==> src/shtu_pkg.sv <==
package shtu_pkg;

   // Bus widths
   localparam int unsigned ADDR_W = 4;
   localparam int unsigned DATA_W = 16;
   localparam int unsigned ADC_W  = 12;

   // Register indices
   localparam logic [ADDR_W-1:0] REG_SCAN_CTRL = 4'h0;
   localparam logic [ADDR_W-1:0] REG_SW_CTRL   = 4'h1;
   localparam logic [ADDR_W-1:0] REG_SW_CMD    = 4'h2;
   localparam logic [ADDR_W-1:0] REG_SW_STATE  = 4'h3;
   localparam logic [ADDR_W-1:0] REG_SW_FIRED  = 4'h4;
   localparam logic [ADDR_W-1:0] REG_THRESH    = 4'h5;
   localparam logic [ADDR_W-1:0] REG_LEVEL     = 4'h6;
   localparam logic [ADDR_W-1:0] REG_STATUS    = 4'h7;

   // Field positions
   localparam int unsigned EN_BIT     = 0;
   localparam int unsigned MODE_LSB   = 1;
   localparam int unsigned MODE_MSB   = 2;
   localparam int unsigned ARM_BIT    = 0;
   localparam int unsigned RESET_BIT  = 1;
   localparam int unsigned THR_DEF_BIT = 15;
   localparam int unsigned PEND_BIT   = 0;

   // Condition codes shared by scan gating and software trigger
   typedef enum logic [1:0] {
      SHTU_COND_LOW  = 2'h0,
      SHTU_COND_HIGH = 2'h1,
      SHTU_COND_RISE = 2'h2,
      SHTU_COND_FALL = 2'h3
   } shtu_cond_e;

   // Software trigger states, Gray along disabled-reset-armed-fired
   typedef enum logic [1:0] {
      SHTU_SW_DIS   = 2'h0,
      SHTU_SW_RST   = 2'h1,
      SHTU_SW_ARMED = 2'h3,
      SHTU_SW_FIRED = 2'h2
   } shtu_sw_e;

   // Reported state codes
   localparam logic [1:0] CODE_DIS   = 2'h0;
   localparam logic [1:0] CODE_RST   = 2'h1;
   localparam logic [1:0] CODE_ARMED = 2'h2;
   localparam logic [1:0] CODE_FIRED = 2'h3;

   // Threshold in millivolts
   localparam logic [ADC_W-1:0] THRESH_MAX_MV = 12'hce4;
   localparam logic [ADC_W-1:0] THRESH_DEF_MV = 12'h672;
   localparam logic [ADC_W-1:0] FULL_SCALE_MV = 12'hce4;

   // Sampling interval
   localparam int unsigned CLK_PERIOD_NS    = 10;
   localparam int unsigned SAMPLE_PERIOD_NS = 1000;
   localparam int unsigned SAMPLE_CYCLES    = SAMPLE_PERIOD_NS / CLK_PERIOD_NS;
   localparam int unsigned SAMPLE_CNT_W     = $clog2(SAMPLE_CYCLES);

   // Reset values
   localparam logic        LEVEL_RST  = 1'b1;
   localparam logic [1:0]  MODE_RST   = 2'h0;
   localparam logic        EN_RST     = 1'b0;

endpackage

==> src/shtu_level_sampler.sv <==
`timescale 1ns/10ps
module shtu_level_sampler (
   // Clock and reset
   input  wire logic                         clk_i,
   input  wire logic                         rst_n_i,
   // Analog sample and threshold
   input  wire logic [shtu_pkg::ADC_W-1:0]   adc_mv_i,
   input  wire logic [shtu_pkg::ADC_W-1:0]   thresh_mv_i,
   // Digital level and edges
   output logic                              level_o,
   output logic                              rise_o,
   output logic                              fall_o
);

   logic [shtu_pkg::ADC_W-1:0]        adc_meta_r;
   logic [shtu_pkg::ADC_W-1:0]        adc_sync_r;
   logic [shtu_pkg::ADC_W-1:0]        adc_prev_r;
   logic [shtu_pkg::SAMPLE_CNT_W-1:0] cnt_r;
   logic                              sample_en;
   logic                              level_nxt;

   // Two-flop synchroniser for the converter code, plus one older copy
   always_ff @(posedge clk_i or negedge rst_n_i) begin
      if (!rst_n_i) begin
         adc_meta_r <= shtu_pkg::FULL_SCALE_MV;
         adc_sync_r <= shtu_pkg::FULL_SCALE_MV;
         adc_prev_r <= shtu_pkg::FULL_SCALE_MV;
      end else begin
         adc_meta_r <= adc_mv_i;
         adc_sync_r <= adc_meta_r;
         adc_prev_r <= adc_sync_r;
      end
   end

   // Sample interval divider
   always_ff @(posedge clk_i or negedge rst_n_i) begin
      if (!rst_n_i) begin
         cnt_r <= '0;
      end else if (sample_en) begin
         cnt_r <= '0;
      end else begin
         cnt_r <= cnt_r + 1'b1;
      end
   end

   assign sample_en = (cnt_r == shtu_pkg::SAMPLE_CNT_W'(shtu_pkg::SAMPLE_CYCLES - 1));

   // Two consecutive codes must agree, so a torn multi-bit code cannot flip the level
   // Equal to threshold keeps the previous level, unless both codes are at full scale, which sets it high
   always_comb begin
      level_nxt = level_o;
      if ((adc_sync_r >= shtu_pkg::FULL_SCALE_MV) &&
          (adc_prev_r >= shtu_pkg::FULL_SCALE_MV)) begin
         level_nxt = 1'b1;
      end else if ((adc_sync_r > thresh_mv_i) && (adc_prev_r > thresh_mv_i)) begin
         level_nxt = 1'b1;
      end else if ((adc_sync_r < thresh_mv_i) && (adc_prev_r < thresh_mv_i)) begin
         level_nxt = 1'b0;
      end
   end

   // Level and edge detection across consecutive samples
   always_ff @(posedge clk_i or negedge rst_n_i) begin
      if (!rst_n_i) begin
         level_o <= shtu_pkg::LEVEL_RST;
         rise_o  <= 1'b0;
         fall_o  <= 1'b0;
      end else begin
         rise_o <= sample_en && !level_o && level_nxt;
         fall_o <= sample_en && level_o && !level_nxt;
         if (sample_en) begin
            level_o <= level_nxt;
         end
      end
   end

endmodule

==> src/shtu_top.sv <==
`timescale 1ns/10ps
module shtu_top (
   // Clock and reset
   input  wire logic                          clk_i,
   input  wire logic                          rst_n_i,
   // Register port
   input  wire logic [shtu_pkg::ADDR_W-1:0]   addr_i,
   input  wire logic [shtu_pkg::DATA_W-1:0]   wdata_i,
   input  wire logic                          wr_i,
   input  wire logic                          rd_i,
   output logic      [shtu_pkg::DATA_W-1:0]   rdata_o,
   // Trigger input converter code in millivolts
   input  wire logic [shtu_pkg::ADC_W-1:0]    trig_mv_i,
   // Scan request and start
   input  wire logic                          scan_req_i,
   output logic                               scan_start_o,
   output logic                               scan_pending_o,
   // Trigger status
   output logic                               trig_level_o,
   output logic                               sw_fired_o
);

   logic                            rst_meta_r;
   logic                            rst_sync_r;
   logic                            gate_en_r;
   shtu_pkg::shtu_cond_e            gate_mode_r;
   logic                            sw_en_r;
   shtu_pkg::shtu_cond_e            sw_mode_r;
   logic [shtu_pkg::ADC_W-1:0]      thresh_r;
   logic [shtu_pkg::ADC_W-1:0]      thresh_wr;
   shtu_pkg::shtu_sw_e              sw_state_r;
   shtu_pkg::shtu_sw_e              sw_state_nxt;
   logic [1:0]                      sw_code;
   logic                            pend_r;
   logic                            level;
   logic                            rise;
   logic                            fall;
   logic                            gate_met;
   logic                            sw_met;
   logic                            wr_scan;
   logic                            wr_swc;
   logic                            wr_cmd;
   logic                            wr_thr;
   logic                            arm_cmd;
   logic                            rst_cmd;
   logic [shtu_pkg::DATA_W-1:0]     rdata_nxt;

   // Reset release through two flops
   // Release is synchronous so no register leaves reset ahead of its neighbours
   always_ff @(posedge clk_i or negedge rst_n_i) begin
      if (!rst_n_i) begin
         rst_meta_r <= 1'b0;
         rst_sync_r <= 1'b0;
      end else begin
         rst_meta_r <= 1'b1;
         rst_sync_r <= rst_meta_r;
      end
   end

   // Trigger level sampler
   shtu_level_sampler u_sampler (
      .clk_i       (clk_i),
      .rst_n_i     (rst_sync_r),
      .adc_mv_i    (trig_mv_i),
      .thresh_mv_i (thresh_r),
      .level_o     (level),
      .rise_o      (rise),
      .fall_o      (fall)
   );

   // Write decode
   assign wr_scan = wr_i && (addr_i == shtu_pkg::REG_SCAN_CTRL);
   assign wr_swc  = wr_i && (addr_i == shtu_pkg::REG_SW_CTRL);
   assign wr_cmd  = wr_i && (addr_i == shtu_pkg::REG_SW_CMD);
   assign wr_thr  = wr_i && (addr_i == shtu_pkg::REG_THRESH);
   assign arm_cmd = wr_cmd && wdata_i[shtu_pkg::ARM_BIT];
   assign rst_cmd = wr_cmd && wdata_i[shtu_pkg::RESET_BIT];

   // Scan gating configuration
   always_ff @(posedge clk_i or negedge rst_sync_r) begin
      if (!rst_sync_r) begin
         gate_en_r   <= shtu_pkg::EN_RST;
         gate_mode_r <= shtu_pkg::shtu_cond_e'(shtu_pkg::MODE_RST);
      end else if (wr_scan) begin
         gate_en_r   <= wdata_i[shtu_pkg::EN_BIT];
         gate_mode_r <= shtu_pkg::shtu_cond_e'(
                        wdata_i[shtu_pkg::MODE_MSB:shtu_pkg::MODE_LSB]);
      end
   end

   // Software trigger configuration
   always_ff @(posedge clk_i or negedge rst_sync_r) begin
      if (!rst_sync_r) begin
         sw_en_r   <= shtu_pkg::EN_RST;
         sw_mode_r <= shtu_pkg::shtu_cond_e'(shtu_pkg::MODE_RST);
      end else if (wr_swc) begin
         sw_en_r   <= wdata_i[shtu_pkg::EN_BIT];
         sw_mode_r <= shtu_pkg::shtu_cond_e'(
                      wdata_i[shtu_pkg::MODE_MSB:shtu_pkg::MODE_LSB]);
      end
   end

   // Threshold: default request, clamp to full range
   always_comb begin
      if (wdata_i[shtu_pkg::THR_DEF_BIT]) begin
         thresh_wr = shtu_pkg::THRESH_DEF_MV;
      end else if (wdata_i[shtu_pkg::ADC_W-1:0] > shtu_pkg::THRESH_MAX_MV) begin
         thresh_wr = shtu_pkg::THRESH_MAX_MV;
      end else begin
         thresh_wr = wdata_i[shtu_pkg::ADC_W-1:0];
      end
   end

   always_ff @(posedge clk_i or negedge rst_sync_r) begin
      if (!rst_sync_r) begin
         thresh_r <= shtu_pkg::THRESH_DEF_MV;
      end else if (wr_thr) begin
         thresh_r <= thresh_wr;
      end
   end

   // Condition evaluation shared by both users
   function automatic logic cond_met(input shtu_pkg::shtu_cond_e mode,
                                     input logic lvl,
                                     input logic r,
                                     input logic f);
      logic met;
      met = 1'b0;
      unique case (mode)
         shtu_pkg::SHTU_COND_LOW:  met = !lvl;
         shtu_pkg::SHTU_COND_HIGH: met = lvl;
         shtu_pkg::SHTU_COND_RISE: met = r;
         shtu_pkg::SHTU_COND_FALL: met = f;
      endcase
      return met;
   endfunction

   assign gate_met = cond_met(gate_mode_r, level, rise, fall);
   assign sw_met   = cond_met(sw_mode_r, level, rise, fall);

   // Scan gating: pending hold and start pulse
   // Edges in the request cycle do not count; requests while pending are absorbed
   always_ff @(posedge clk_i or negedge rst_sync_r) begin
      if (!rst_sync_r) begin
         pend_r       <= 1'b0;
         scan_start_o <= 1'b0;
      end else begin
         scan_start_o <= 1'b0;
         if (!gate_en_r) begin
            pend_r <= 1'b0;
            if (scan_req_i || pend_r) begin
               scan_start_o <= 1'b1;
            end
         end else if (pend_r) begin
            if (gate_met) begin
               pend_r       <= 1'b0;
               scan_start_o <= 1'b1;
            end
         end else if (scan_req_i) begin
            if ((gate_mode_r == shtu_pkg::SHTU_COND_LOW) ||
                (gate_mode_r == shtu_pkg::SHTU_COND_HIGH)) begin
               if (gate_met) begin
                  scan_start_o <= 1'b1;
               end else begin
                  pend_r <= 1'b1;
               end
            end else begin
               pend_r <= 1'b1;
            end
         end
      end
   end

   assign scan_pending_o = pend_r;

   // Software trigger state machine
   always_comb begin
      sw_state_nxt = sw_state_r;
      if (!sw_en_r) begin
         sw_state_nxt = shtu_pkg::SHTU_SW_DIS;
      end else begin
         unique case (sw_state_r)
            shtu_pkg::SHTU_SW_DIS: begin
               if (arm_cmd) begin
                  sw_state_nxt = shtu_pkg::SHTU_SW_ARMED;
               end else begin
                  sw_state_nxt = shtu_pkg::SHTU_SW_RST;
               end
            end
            shtu_pkg::SHTU_SW_RST: begin
               if (arm_cmd) begin
                  sw_state_nxt = shtu_pkg::SHTU_SW_ARMED;
               end
            end
            shtu_pkg::SHTU_SW_ARMED: begin
               if (rst_cmd) begin
                  sw_state_nxt = shtu_pkg::SHTU_SW_RST;
               end else if (arm_cmd) begin
                  sw_state_nxt = shtu_pkg::SHTU_SW_ARMED;
               end else if (sw_met) begin
                  sw_state_nxt = shtu_pkg::SHTU_SW_FIRED;
               end
            end
            shtu_pkg::SHTU_SW_FIRED: begin
               if (rst_cmd) begin
                  sw_state_nxt = shtu_pkg::SHTU_SW_RST;
               end else if (arm_cmd) begin
                  sw_state_nxt = shtu_pkg::SHTU_SW_ARMED;
               end
            end
         endcase
         // Arm beats reset when both bits are written together
         if (rst_cmd && arm_cmd) begin
            sw_state_nxt = shtu_pkg::SHTU_SW_ARMED;
         end else if (rst_cmd && (sw_state_r != shtu_pkg::SHTU_SW_DIS)) begin
            sw_state_nxt = shtu_pkg::SHTU_SW_RST;
         end
      end
   end

   always_ff @(posedge clk_i or negedge rst_sync_r) begin
      if (!rst_sync_r) begin
         sw_state_r <= shtu_pkg::SHTU_SW_DIS;
      end else begin
         sw_state_r <= sw_state_nxt;
      end
   end

   // Reported state code
   always_comb begin
      unique case (sw_state_r)
         shtu_pkg::SHTU_SW_DIS:   sw_code = shtu_pkg::CODE_DIS;
         shtu_pkg::SHTU_SW_RST:   sw_code = shtu_pkg::CODE_RST;
         shtu_pkg::SHTU_SW_ARMED: sw_code = shtu_pkg::CODE_ARMED;
         shtu_pkg::SHTU_SW_FIRED: sw_code = shtu_pkg::CODE_FIRED;
      endcase
   end

   assign sw_fired_o   = (sw_state_r == shtu_pkg::SHTU_SW_FIRED);
   assign trig_level_o = level;

   // Read mux
   // Unmapped and write-only indices read as zero
   always_comb begin
      rdata_nxt = '0;
      unique case (addr_i)
         shtu_pkg::REG_SCAN_CTRL: begin
            rdata_nxt[shtu_pkg::EN_BIT] = gate_en_r;
            rdata_nxt[shtu_pkg::MODE_MSB:shtu_pkg::MODE_LSB] = gate_mode_r;
         end
         shtu_pkg::REG_SW_CTRL: begin
            rdata_nxt[shtu_pkg::EN_BIT] = sw_en_r;
            rdata_nxt[shtu_pkg::MODE_MSB:shtu_pkg::MODE_LSB] = sw_mode_r;
         end
         shtu_pkg::REG_SW_STATE: begin
            rdata_nxt[1:0] = sw_code;
         end
         shtu_pkg::REG_SW_FIRED: begin
            rdata_nxt[0] = sw_fired_o;
         end
         shtu_pkg::REG_THRESH: begin
            rdata_nxt[shtu_pkg::ADC_W-1:0] = thresh_r;
         end
         shtu_pkg::REG_LEVEL: begin
            rdata_nxt[0] = level;
         end
         shtu_pkg::REG_STATUS: begin
            rdata_nxt[shtu_pkg::PEND_BIT] = pend_r;
         end
         default: begin
            rdata_nxt = '0;
         end
      endcase
   end

   always_ff @(posedge clk_i or negedge rst_sync_r) begin
      if (!rst_sync_r) begin
         rdata_o <= '0;
      end else if (rd_i) begin
         rdata_o <= rdata_nxt;
      end else begin
         rdata_o <= '0;
      end
   end

endmodule

==> config.mk <==
export PLATFORM = sky130hd
export DESIGN_NAME = shtu_top
export DESIGN_NICKNAME = d
export VERILOG_FILES = /design/src/shtu_pkg.sv /design/src/shtu_level_sampler.sv /design/src/shtu_top.sv
export SDC_FILE = /design/constraint.sdc
export NUM_CORES = 1
export LEC_CHECK = 0
export ABC_AREA = 1
export ABC_CLOCK_PERIOD_IN_PS = 2650
export BUFFER_PORTS_ARGS = -buffer_cell sky130_fd_sc_hd__buf_2
export CORE_MARGIN = 3
export CORE_UTILIZATION = 40
export CTS_BUF_LIST = sky130_fd_sc_hd__clkbuf_8
export DETAILED_ROUTE_END_ITERATION = 6
export PLACE_DENSITY = 0.59
export SKIP_LAST_GASP = 1
export SLEW_MARGIN = 15
export SYNTH_ARGS = -nofsm -noshare
export SYNTH_HDL_FRONTEND = slang
export SYNTH_SLANG_ARGS = --single-unit
==> constraint.sdc <==
create_clock -name clk_i -period 2.65 [get_ports clk_i]
set_clock_uncertainty 0.2 [all_clocks]
set_input_delay 0.53 -clock clk_i [delete_from_list [all_inputs] [get_ports clk_i]]
set_output_delay 0.53 -clock clk_i [all_outputs]
set_load 0.05 [all_outputs]
==> key figures <==
Synth
  – Top FF cell, synth: dfrtp_1
  – Post-Syn Instances: around 410
  – Post-synthesis sequential area ratio: 55.2%
  – Synth Warn #: 0
  – FFs w/ async S/R, synth: between 90% and 100%
  – Post-synthesis cell type count: 36
  – Yosys reg bits: 82
  – EDFF count, synth: 0
  – Mapped Avg Cell Area: 9.28 sq um
  – Mapped Area: 3780 sq um

Worst setup path
  – CP arrival: roughly 1.4 ns
  – Setup CP Type: reg2out
  – Reg2Reg Capture Point: u_sampler.rise_o$_DFF_PN0_
  – CP delay by family, top: flip-flops
  – CP Buf/Inv Count: 2
  – WP data required: 1.92 ns
  – Reg2reg start: thresh_r[9]$_DFFE_PN1P_
  – Crit-path max cell delay: around 0.43 ns
  – Startpoint Class: flip-flop
  – FF-to-FF setup slack: about 0.60 ns
  – Reg2reg path depth: 12
  – CP Cell Sequence: inv_1 > ha_1 > buf_2
  – Slowest cell on the critical path: dfrtp_1
  – Crit end category: output pin
  – Max FO, Critical Path: 4

Placement
  – IO buf count: a little under 50
  – Routability-driven placement congestion ratio: approximately 0.84
  – Placed Instance Area: 4150 sq um
  – Post-DP HPWL: 5.30 mm

Drt
  – ANT nets after route: 0
  – 1st-iter DRT viols: between 90 and 100
  – Remaining DRCs: 0
  – Routed wire length: between 6 and 7 mm
  – WL/cell: 11.9 um
  – TritonRoute pass-1 iters: 4
  – Vias per inst: ~4.7
  – Vias post-DR: 2744

Die
  – Core area: 8930 sq um
  – Row cnt: 34
  – Top Ports: 57
  – Initial Utilization: 42.3%
  – Die Span Y: 103 um
  – Die area: 10600 sq um
  – Die X: 103 um

Global routing
  – Vias in the first global route: 2692
  – Largest net degree at the start of global routing: 71
  – Gr usage total: 14.3%
  – First-pass GRT wire length: between 10 and 15 mm
  – Initial antenna violation count: 0
  – Grt total ovfl: 0

Cells and area
  – Synthesis-to-layout area growth: 15.7%
  – FILL cells: ~870
  – Area of the multi-input gates: around 1400 sq um
  – Sequential Area: 2090 sq um
  – Final Net Count: approximately 530
  – Finished Cell Area: 4370 sq um
  – Diodes inserted: 0
  – Share of cells above drive strength 1: 22.0%

Pwr
  – PD cells: around 650 nW/um^2
  – Peak VDD IR: 0.319 mV
  – Overall power: between 2000 and 3000 uW
  – Leak pwr: 0.00231 uW

Clock tree
  – Root Buffer: clkbuf_8
  – Worst-path clk slew: around 0.090 ns
  – Num Clock Sinks: 82
  – Clk Latency, worst-skew pair: roughly 0.36 ns
  – TritonCTS clock tree: yes
  – Htree depth: 3
  – TritonCTS Buffers: 9
  – CTS max path bufs: 2

Worst hold path
  – Worst min path class: in2reg
  – Hold Path Stages: 1
  – End of the worst hold path: u_sampler.adc_meta_r[11]$_DFF_PN1_
  – Hold Path Origin: trig_mv_i[11]

Timing
  – Least-Margin Pin Slew: 0.868 ns
  – Tmin final: 2.14 ns
  – Final hold vios: 0
  – Unrepaired setup endpoints after global routing: false
  – Worst slew margin: a little over two fifths
  – Max Clk Rate: 0.467 GHz
  – Max-slew violations: 0
  – Setup violations, final: 0
  – Fin Setup TNS: 0 ns
  – Final worst path period share: 80.8%

Status
  – Status: finished, final reports clean

Job
  – Max-capacitance violation count: 0
synth_stat cells (all sizes together) (4+ instances only):
| master | instances | area, sq um |
|---|---|---|
| nand2 | 89 | 344 |
| inv | 60 | 225 |
| dfrtp | 57 | 1430 |
| nor2 | 43 | 166 |
| ha | 29 | 363 |
| dfstp | 25 | 657 |
| o21ai | 23 | 115 |
| a21oi | 21 | 105 |
| nand3 | 16 | 80.1 |
| nor3 | 10 | 50.1 |
| buf | 5 | 35.0 |
| nand4 | 4 | 25.0 |
per-stage QoR:
stage	hold WS [ns]	worst slack, ns	cells	utilization (%)
floorplan	0.0344	0.0408	410	-
global placement	0.115	0.651	564	46.5
detailed placement	0.117	0.611	564	46.5
CTS	0.0394	0.474	581	48.9
global route	0.0348	0.357	581	48.9
finish	0.0576	0.508	581	48.9
timing repair:
| action | CTS | global route |
|---|---|---|
| resized for setup | 0 | 0 |
| setup buffers | 0 | 0 |
| hold endpoints to repair | 2 | 0 |
| hold buffers | 1 | 0 |
worst reg2reg max path: stages (launching register included):
cell     delay (ns)
dfstp_2        0.52
inv_1          0.09
ha_1           0.33
nand2_1        0.07
a21oi_1        0.06
nor2_1         0.17
nand2_1        0.08
nor2_1         0.08
nand2_1        0.06
nand2_1        0.05
nand3_1        0.11
nand2_1        0.08
inv_1          0.04
area by class of cell:
cell class / count / share of cell area, %
sequential: 82 / 47.8
multi-input combinational: 261 / 32.8
timing repair buffer: 52 / 6.18
inverter: 62 / 5.38
tap: 108 / 3.09
clock buffer: 9 / 2.83
clock inverter: 7 / 1.92
metal layers:
metal	track usage (%)	part of all wire [%]	vias to the layer above
li1	-	-	1414
met1	18.2	47	1264
met2	23.5	47	57
met3	3.35	4.7	9
met4	5.88	1.6	0
met5	0	0	-
state kept, by name, summed over array words and instances, names as in the netlist:
name / cells
gate_en_r: 1
gate_mode_r: 2
rdata_o: 12
rst_meta_r: 1
rst_sync_r: 1
scan_pending_o: 1
scan_start_o: 1
sw_en_r: 1
sw_mode_r: 2
sw_state_r: 2
thresh_r: 12
u_sampler.adc_meta_r: 12
u_sampler.adc_prev_r: 12
u_sampler.adc_sync_r: 12
u_sampler.cnt_r: 7
u_sampler.fall_o: 1
u_sampler.level_o: 1
u_sampler.rise_o: 1
logic make-up after synthesis:
family | synth area share, %
other | 0.199
AND/OR/NAND/NOR | 19.3
AO/OA/AOI/OAI | 8.12
buffers and inverters | 7.15
flip-flops | 55.2
XOR/XNOR | 0.464
adder cells (fa/ha/maj) | 9.61
cell usage in the layout (no fill, tap or decap), drive strengths merged, types with 2 or more instances in the layout:
cell type / Yosys / routed
a21o: 2 / 2
a21oi: 21 / 21
a22oi: 2 / 2
a31oi: 2 / 2
buf: 5 / 51
clkbuf: 0 / 9
clkinv: 2 / 3
conb: 2 / 5
dfrtp: 57 / 57
dfstp: 25 / 25
ha: 29 / 29
inv: 60 / 64
nand2: 89 / 89
nand3: 16 / 16
nand3b: 2 / 2
nand4: 4 / 4
nor2: 43 / 43
nor3: 10 / 10
o21ai: 23 / 23
o22ai: 2 / 2
or2: 2 / 2
power by group:
part	switching, uW	internal, uW
Sequential	75.1	1370
Combinational	305	173
Clock	486	453
worst max path at each step:
stage          slack (ns)                         end                 startpoint  depth (start not counted)
4_1_cts              0.47                  sw_fired_o  sw_state_r[0]$_DFFE_PN0P_                          3
3_3_place_gp         0.65  u_sampler.rise_o$_DFF_PN0_    thresh_r[9]$_DFFE_PN1P_                         12
6_report             0.51                  sw_fired_o  sw_state_r[0]$_DFFE_PN0P_                          3
2_1_floorplan        0.04       gate_en_r$_DFFE_PN0P_       rst_sync_r$_DFF_PN0_                          0
3_5_place_dp         0.61  u_sampler.rise_o$_DFF_PN0_    thresh_r[5]$_DFFE_PN1P_                         14
5_1_grt              0.36  u_sampler.rise_o$_DFF_PN0_    thresh_r[5]$_DFFE_PN1P_                         14
(Power assumes the default switching activity.)
